===== config.mk =====
export PLATFORM = sky130hd
export DESIGN_NAME = csd_strap_decode
export DESIGN_NICKNAME = d
export VERILOG_FILES = /design/src/csd_pkg.sv /design/src/csd_strap_decode.sv
export SDC_FILE = /design/constraint.sdc
export NUM_CORES = 1
export LEC_CHECK = 0
export BUFFER_PORTS_ARGS = -buffer_cell sky130_fd_sc_hd__buf_2
export CAP_MARGIN = 20
export CORE_AREA = 10 10 97 82
export DETAILED_ROUTE_END_ITERATION = 10
export DIE_AREA = 0 0 107 92
export GPL_TIMING_DRIVEN = 0
export HOLD_SLACK_MARGIN = 0.06
export PLACE_DENSITY = 0.85
export SYNTH_ARGS = -nofsm -noshare
export SYNTH_HDL_FRONTEND = slang
export SYNTH_SLANG_ARGS = --single-unit
export TNS_END_PERCENT = 10

===== constraint.sdc =====
create_clock -name sys_clk -period 13.3 [get_ports sys_clk]
set_input_delay 3.325 -clock sys_clk [delete_from_list [all_inputs] [get_ports sys_clk]]
set_output_delay 3.325 -clock sys_clk [all_outputs]
set_load 0.01 [all_outputs]

===== src/csd_pkg.sv =====
// Purpose: shared constants for the core memory strap decoder
// Assumes: one 40 MHz clock, avalon-mm slave with 32-bit data
// Notes: a block is 16K double words of 36 bits
package csd_pkg;
  // ==========================================================
  // geometry
  localparam int unsigned CSD_START_W = 9;
  localparam int unsigned CSD_STACKS = 4;
  localparam int unsigned CSD_BLOCK_DW_BITS = 14;
  localparam int unsigned CSD_CAP_W = 4;
  localparam int unsigned CSD_DW_ADDR_W = CSD_START_W + CSD_BLOCK_DW_BITS + 1;
  localparam int unsigned CSD_BLK_W = CSD_START_W + 1;
  localparam logic [CSD_CAP_W-1:0] CSD_BLOCKS_16K = 4'h1;
  localparam logic [CSD_CAP_W-1:0] CSD_BLOCKS_32K = 4'h2;
  // ==========================================================
  // register bus
  localparam int unsigned CSD_BUS_AW = 4;
  localparam logic [CSD_BUS_AW-1:0] CSD_OFS_CONFIG = 4'h0;
  localparam logic [CSD_BUS_AW-1:0] CSD_OFS_EVENT = 4'h4;
  localparam logic [CSD_BUS_AW-1:0] CSD_OFS_MASK = 4'h8;
  localparam logic [CSD_BUS_AW-1:0] CSD_OFS_CONTROL = 4'hC;
  // config register fields
  localparam int unsigned CSD_CFG_START_LSB = 0;
  localparam int unsigned CSD_CFG_IL_BIT = 9;
  localparam int unsigned CSD_CFG_EVEN_BIT = 10;
  localparam int unsigned CSD_CFG_ERR_BIT = 11;
  localparam int unsigned CSD_CFG_CAP_LSB = 12;
  localparam int unsigned CSD_CFG_SIZE_LSB = 16;
  localparam int unsigned CSD_CFG_PRES_LSB = 20;
  // event, mask and control fields
  localparam int unsigned CSD_EV_W = 3;
  localparam int unsigned CSD_EV_ERR_BIT = 0;
  localparam int unsigned CSD_EV_REFUSE_BIT = 1;
  localparam int unsigned CSD_EV_HIT_BIT = 2;
  localparam int unsigned CSD_CTL_ENABLE_BIT = 0;
  localparam logic [CSD_EV_W-1:0] CSD_MASK_RESET = 3'h0;
  localparam logic CSD_CTL_ENABLE_RESET = 1'b1;
endpackage


===== src/csd_strap_decode.sv =====
// Summary of operation
// - start address counts 16K double-word blocks below
// - nine straps form the 9-bit start block
// - closed strap reads 0, open reads 1
// - first strap is lsb, ninth is msb
// - open interleave strap enables interleaved operation
// - interleaved, open even/odd strap answers even
// - interleaved, closed even/odd strap answers odd
// - interleave closed ignores even/odd strap
// - accept 16K and 32K stacks per position
// - order error lights indicator, refuses all access
//
// Purpose: strap decode and address match of a core memory controller
// Assumes: straps and bus request synchronous to sys_clk
// Notes: straps are resampled every cycle so a corrected setup recovers
`timescale 1ns/10ps
module csd_strap_decode
  import csd_pkg::*;
(
  input wire logic sys_clk,
  input wire logic rst,
  input wire logic [CSD_START_W-1:0] start_addr_strap,
  input wire logic interleave_enable_strap,
  input wire logic even_odd_select_strap,
  input wire logic [CSD_STACKS-1:0] stack_present,
  input wire logic [CSD_STACKS-1:0] stack_is_32k,
  input wire logic mem_req_valid,
  input wire logic [CSD_DW_ADDR_W-1:0] mem_req_dw_addr,
  output logic mem_hit,
  output logic mem_refuse,
  output logic config_error_indicator,
  input wire logic [CSD_BUS_AW-1:0] avs_address,
  input wire logic avs_read,
  input wire logic avs_write,
  input wire logic [31:0] avs_writedata,
  input wire logic [3:0] avs_byteenable,
  output logic [31:0] avs_readdata,
  output logic avs_waitrequest,
  output logic irq
);
  // ==========================================================
  // strap sampling
  logic [CSD_START_W-1:0] start_q;
  logic il_q;
  logic even_q;
  logic [CSD_STACKS-1:0] pres_q;
  logic [CSD_STACKS-1:0] big_q;

  // pin level is taken as is: closed pulls to 0, open floats to 1
  always_ff @(posedge sys_clk or posedge rst) begin
    if (rst) begin
      start_q <= '0;
      il_q <= 1'b0;
      even_q <= 1'b0;
      pres_q <= '0;
      big_q <= '0;
    end else begin
      start_q <= start_addr_strap;
      il_q <= interleave_enable_strap;
      even_q <= even_odd_select_strap;
      pres_q <= stack_present;
      big_q <= stack_is_32k;
    end
  end

  // ==========================================================
  // capacity and stack order check
  logic [CSD_CAP_W-1:0] cap_blocks;
  logic order_err;

  always_comb begin
    cap_blocks = '0;
    order_err = 1'b0;
    for (int i = 0; i < CSD_STACKS; i++) begin
      if (pres_q[i]) begin
        cap_blocks = cap_blocks + (big_q[i] ? CSD_BLOCKS_32K : CSD_BLOCKS_16K);
      end
      for (int j = i + 1; j < CSD_STACKS; j++) begin
        if (pres_q[i] && big_q[i] && pres_q[j] && !big_q[j]) begin
          order_err = 1'b1;
        end
      end
    end
  end

  // ==========================================================
  // address match
  logic ctl_enable_q;
  logic [CSD_BLK_W-1:0] req_blk;
  logic [CSD_BLK_W-1:0] lo_blk;
  logic [CSD_BLK_W-1:0] hi_blk;
  logic half_ok;
  logic in_range;

  // the start straps count blocks held below this controller
  assign lo_blk = {1'b0, start_q};
  assign hi_blk = lo_blk + CSD_BLK_W'(cap_blocks);

  // interleaved pair shares one start; each half holds every other double word,
  // so the pair spans twice one frame and the low bit steers the half
  always_comb begin
    if (il_q) begin
      req_blk = CSD_BLK_W'(mem_req_dw_addr[CSD_DW_ADDR_W-1:CSD_BLOCK_DW_BITS+1]);
      half_ok = (mem_req_dw_addr[0] == 1'b0) ? even_q : !even_q;
    end else begin
      req_blk = CSD_BLK_W'(mem_req_dw_addr[CSD_DW_ADDR_W-1:CSD_BLOCK_DW_BITS]);
      half_ok = 1'b1;
    end
  end

  assign in_range = (req_blk >= lo_blk) && (req_blk < hi_blk);

  logic hit_q;
  logic refuse_q;
  logic err_q;

  always_ff @(posedge sys_clk or posedge rst) begin
    if (rst) begin
      hit_q <= 1'b0;
      refuse_q <= 1'b0;
    end else begin
      hit_q <= mem_req_valid && ctl_enable_q && !order_err && in_range && half_ok;
      refuse_q <= mem_req_valid && order_err;
    end
  end

  // indicator follows the live configuration, so it clears once fixed
  always_ff @(posedge sys_clk or posedge rst) begin
    if (rst) begin
      err_q <= 1'b0;
    end else begin
      err_q <= order_err;
    end
  end

  assign mem_hit = hit_q;
  assign mem_refuse = refuse_q;
  assign config_error_indicator = err_q;

  // ==========================================================
  // event flags and interrupt
  logic [CSD_EV_W-1:0] ev_q;
  logic [CSD_EV_W-1:0] mask_q;
  logic [CSD_EV_W-1:0] ev_set;
  logic irq_q;
  logic err_prev_q;
  logic ev_clear;
  logic bus_take;

  always_ff @(posedge sys_clk or posedge rst) begin
    if (rst) begin
      err_prev_q <= 1'b0;
    end else begin
      err_prev_q <= err_q;
    end
  end

  always_comb begin
    ev_set = '0;
    ev_set[CSD_EV_ERR_BIT] = err_q && !err_prev_q;
    ev_set[CSD_EV_REFUSE_BIT] = refuse_q;
    ev_set[CSD_EV_HIT_BIT] = hit_q;
  end

  // a new event in the clearing cycle survives the clear
  always_ff @(posedge sys_clk or posedge rst) begin
    if (rst) begin
      ev_q <= '0;
    end else begin
      ev_q <= (ev_clear ? '0 : ev_q) | ev_set;
    end
  end

  always_ff @(posedge sys_clk or posedge rst) begin
    if (rst) begin
      irq_q <= 1'b0;
    end else begin
      irq_q <= |(((ev_clear ? '0 : ev_q) | ev_set) & mask_q);
    end
  end

  assign irq = irq_q;

  // ==========================================================
  // avalon slave: every access answers after exactly one wait cycle
  logic wait_q;
  logic [31:0] rdata_q;
  logic [31:0] rdata_d;
  logic [31:0] cfg_word;

  assign bus_take = (avs_read || avs_write) && wait_q;
  assign ev_clear = bus_take && avs_read && (avs_address == CSD_OFS_EVENT);

  always_comb begin
    cfg_word = '0;
    cfg_word[CSD_CFG_START_LSB +: CSD_START_W] = start_q;
    cfg_word[CSD_CFG_IL_BIT] = il_q;
    cfg_word[CSD_CFG_EVEN_BIT] = even_q;
    cfg_word[CSD_CFG_ERR_BIT] = err_q;
    cfg_word[CSD_CFG_CAP_LSB +: CSD_CAP_W] = cap_blocks;
    cfg_word[CSD_CFG_SIZE_LSB +: CSD_STACKS] = big_q;
    cfg_word[CSD_CFG_PRES_LSB +: CSD_STACKS] = pres_q;
  end

  always_comb begin
    rdata_d = '0;
    unique case (avs_address)
      CSD_OFS_CONFIG: rdata_d = cfg_word;
      CSD_OFS_EVENT: rdata_d[CSD_EV_W-1:0] = ev_q;
      CSD_OFS_MASK: rdata_d[CSD_EV_W-1:0] = mask_q;
      CSD_OFS_CONTROL: rdata_d[CSD_CTL_ENABLE_BIT] = ctl_enable_q;
      default: rdata_d = '0;
    endcase
  end

  always_ff @(posedge sys_clk or posedge rst) begin
    if (rst) begin
      wait_q <= 1'b1;
    end else begin
      wait_q <= !bus_take;
    end
  end

  always_ff @(posedge sys_clk or posedge rst) begin
    if (rst) begin
      rdata_q <= '0;
    end else if (bus_take) begin
      rdata_q <= avs_read ? rdata_d : '0;
    end
  end

  assign avs_readdata = rdata_q;
  assign avs_waitrequest = wait_q;

  // writes land on the take edge; only the low byte lane holds bits
  always_ff @(posedge sys_clk or posedge rst) begin
    if (rst) begin
      mask_q <= CSD_MASK_RESET;
      ctl_enable_q <= CSD_CTL_ENABLE_RESET;
    end else if (bus_take && avs_write && avs_byteenable[0]) begin
      if (avs_address == CSD_OFS_MASK) begin
        mask_q <= avs_writedata[CSD_EV_W-1:0];
      end
      if (avs_address == CSD_OFS_CONTROL) begin
        ctl_enable_q <= avs_writedata[CSD_CTL_ENABLE_BIT];
      end
    end
  end
endmodule


==> summary.md <==
| Metric | Value |
|---|---|
| Status | complete, no violations |
| I/O pin count | 125 |
| CP arrival | 5.73 ns |
| Final cell area excluding filler cells | 3650 µm² |
| Clock-pin transition on the worst setup and hold timing paths | 0.10 ns |
| Clock Tree Buf Depth | 2 |
| Number of global-route vias before repair | 2,466 |
| Met1 Use GR | 18.6% |
| Slew Viols, Final | 0 |
| Hold-fix buffers, CTS | 0 |
| Synth Instances | 277 |
| Max cap viols | 0 |
| Final setup viols | 0 |
| Via density | 5.33 |
| H-Tree Depth | 2 |
| Initial core utilization | 50.1% |
| Core area | 6120 µm² |
| Hold Fails Final Rpt | 0 |
| Grt peak-use layer | met2 |
| DP HPWL | 5.93 mm |
| WP data required | 13.53 ns |
| Switching Fraction | 30.4% |
| Placed insts | 438 |
| Power Total | 0.379 mW |
| Post-DP Area | 3560 µm² |
| Initial antenna violation count | 0 |
| Post-layout min period | 5.50 ns |
| Routed wire length per instance | 16.2 µm |
| Final std cells w/o fill | 446 |
| Final wirelength | 7.20 mm |
| Sequential share of the synthesized area | 45.8% |
| Comb pwr share | 25.7% |
| Startpoint types | register |
| WS Path Type | register to register |
| Largest net degree at the start of global routing | 33 |
| Gr ovfl total | 0 |
| CP endpoint kind | register |
| Finished Core Util | 59.7% |
| Total internal power | 0.264 mW |
| Port buffer count | 69 |
| Share of layout cells above drive strength 1 | 28.5% |
| Die ar. | 9840 µm² |
| Post-route ant nets | 0 |
| Synth cell types | 48 |
| P&R area growth vs syn | 19.1% |
| Hold_sp | config_error_indicator$_DFF_PP0_ |
| EDFF count, synth | 0 |
| Row count | 26 |
| Total clock buffers created by CTS | 5 |
| Period Utilization, post-route | 41.4% |
| Most frequent cells in the layout | buf_2 (69), dfrtp_1 (54), ha_1 (27) |
| Detailed Routing Iterations Pass 1 | 4 |
| First-pass GRT wire length | 11.8 mm |
| Worst setup path startpoint | pres_q[0]$_DFF_PP0_ |
| Resized cells post-CTS | 0 |
| Pwr per Cell Area | 104 nW/µm² |
| Inserted Diodes | 0 |
| Async SR Flop Fraction | 100% |
| Clk_skew | 0.00929 ns |
| # DRC | 0 |
| Crit Reg-Reg Startpoint | pres_q[0]$_DFF_PP0_ |
| Highest Clock Rate | 182 MHz |
| DRT iter0 DRCs | 95 |
| Worst-margin pin slew | 0.630 ns |
| FILL cells | 518 |
| Root Buffer | clkbuf_8 |
| Syn avg cell area | 11.1 µm² |
| Leak Pwr | 1.89 nW |
| Yosys Warn Count | 0 |
| Met2 Use GR | 22.9% |
| TNS Setup | 0 ns |
| CTS Sinks | 56 |
| Gr usage total | 14.5% |
| Most common cell after layout, fill and taps aside | buf_2 |
| Die Width | 107 µm |
| Min-Delay Path Class | register to register |
| Max-slew headroom | 57.8% |
| NumNets Final | 480 |
| Critical path fanouts, max | 3 |
| Clk pwr share | 24.3% |
| Net Switching | 0.115 mW |
| Die H | 92 µm |
| Skew-Pair Late Insertion Delay | 0.30 ns |
| # Post-CTS Setup Buffers | 0 |
| Vias | 2,378 |
| Synth Register Bits | 56 |
| Main synth FF type | dfrtp_1 |
| Synth Cell Area | 3070 µm² |
| Seq pwr share | 50.0% |
| CTS tree | done |
| RSZ-0062 raised after global routing | no |
| Met3 Usage GRT | 4.69% |
| Placer Congestion | 0.949 |
| Peak VDD IR | 0.0565 mV |
==> power by group through the flow <==
stage	logic (mW)	registers (mW)	clock network, mW
3_3_place_gp	0.0894	0.193	0
2_1_floorplan	0.0650	0.193	0
3_5_place_dp	0.0953	0.193	0
6_report	0.0974	0.190	0.0922
4_1_cts	0.0970	0.190	0.0945
5_1_grt	0.110	0.192	0.0996
==> kinds of logic after synthesis <==
logic type / Yosys count / synth area share (%)
AND/OR/NAND/NOR: 61 / 10.5
XOR/XNOR: 10 / 2.86
other: 1 / 0.122
flip-flops: 56 / 45.8
buffers and inverters: 35 / 5.27
adder cells (fa/ha/maj): 31 / 13.6
AO/OA/AOI/OAI: 63 / 13.9
multiplexers: 20 / 7.92
==> routing by layer <==
layer  vias to the layer above  share of wire (%)
met5                         -                  0
met4                         0                1.2
met3                        11                 10
met2                       110                 46
met1                      1121                 43
li1                       1136                  -
==> worst max-delay path, cell delays in order (launching register included) <==
cell and delay, ns:
dfrtp_1 0.40, nor2b_4 0.14, ha_1 0.19, fa_1 0.48, nand2_1 0.05, o21ai_1 0.17
inv_1 0.10, fa_1 0.51, nand2_1 0.05, o21a_1 0.16, fa_1 0.47, mux2i_1 0.35
inv_1 0.09, ha_1 0.28, a21o_1 0.18, a21o_1 0.20, a21oi_1 0.27, nor2_1 0.09
xnor2_1 0.14, ha_1 0.32, a21oi_1 0.19, o21ai_0 0.14, o21ai_0 0.18, nand4_1 0.11
a21oi_1 0.16
==> state kept, by name, summed over array words and instances (netlist names) <==
register / count
avs_readdata: 24
irq: 1
big_q: 4
config_error_indicator: 1
mask_q: 3
pres_q: 4
start_q: 9
mem_refuse: 1
err_prev_q: 1
ctl_enable_q: 1
avs_waitrequest: 1
even_q: 1
il_q: 1
ev_q: 3
mem_hit: 1
==> final timing paths <==
kind / to / slack [ns] / cells past startpoint
max: mem_hit$_DFF_PP0_ / 7.80 / 24
min: err_prev_q$_DFF_PP0_ / 0.44 / 0
max reg2reg: mem_hit$_DFF_PP0_ / 7.80 / 24
min reg2reg: err_prev_q$_DFF_PP0_ / 0.44 / 0
max in group asynchronous: ctl_enable_q$_DFFE_PP1P_ / 9.64 / 3
min in group asynchronous: avs_readdata[20]$_DFFE_PP0P_ / 3.04 / 2
==> metrics by stage <==
stage / hold slack, ns / worst slack [ns]
finish: 0.436 / 7.80
global route: 0.448 / 7.50
CTS: 0.436 / 7.91
detailed placement: 0.414 / 7.95
global placement: 0.406 / 8.04
floorplan: 0.447 / 8.51
==> final cells by class <==
class	count	area [µm²]	area share, %
tap	84	105	2.88
inverter	19	71.3	1.95
sequential	56	1400	38.5
clock buffer	6	72.6	1.99
timing repair buffer	70	365	10.0
multi-input combinational	193	1530	41.8
buffer	16	90.1	2.47
clock inverter	2	16.3	0.446
==> cell usage after synthesis (2+ instances only) <==
cell type	n	area share, %
a211oi_1	3	0.73
a21o_1	8	2.0
a21oi_1	9	1.5
a22o_1	12	3.4
a311oi_1	2	0.57
and3_1	3	0.61
buf_4	8	2.0
clkbuf_1	7	0.86
dfrtp_1	54	44
dfstp_2	2	1.7
fa_1	4	2.6
ha_1	27	11
inv_1	19	2.3
mux2_1	3	1.1
mux2_2	9	3.3
mux2_4	3	1.5
mux2i_1	4	1.3
nand2_1	24	2.9
nand2b_1	4	0.82
nand3_1	4	0.65
nand4_1	3	0.61
nor2_1	6	0.73
nor2b_1	8	1.6
o21ai_0	8	1.3
o21ai_1	12	2.0
xnor2_1	9	2.6
(Power assumes the default switching activity.)
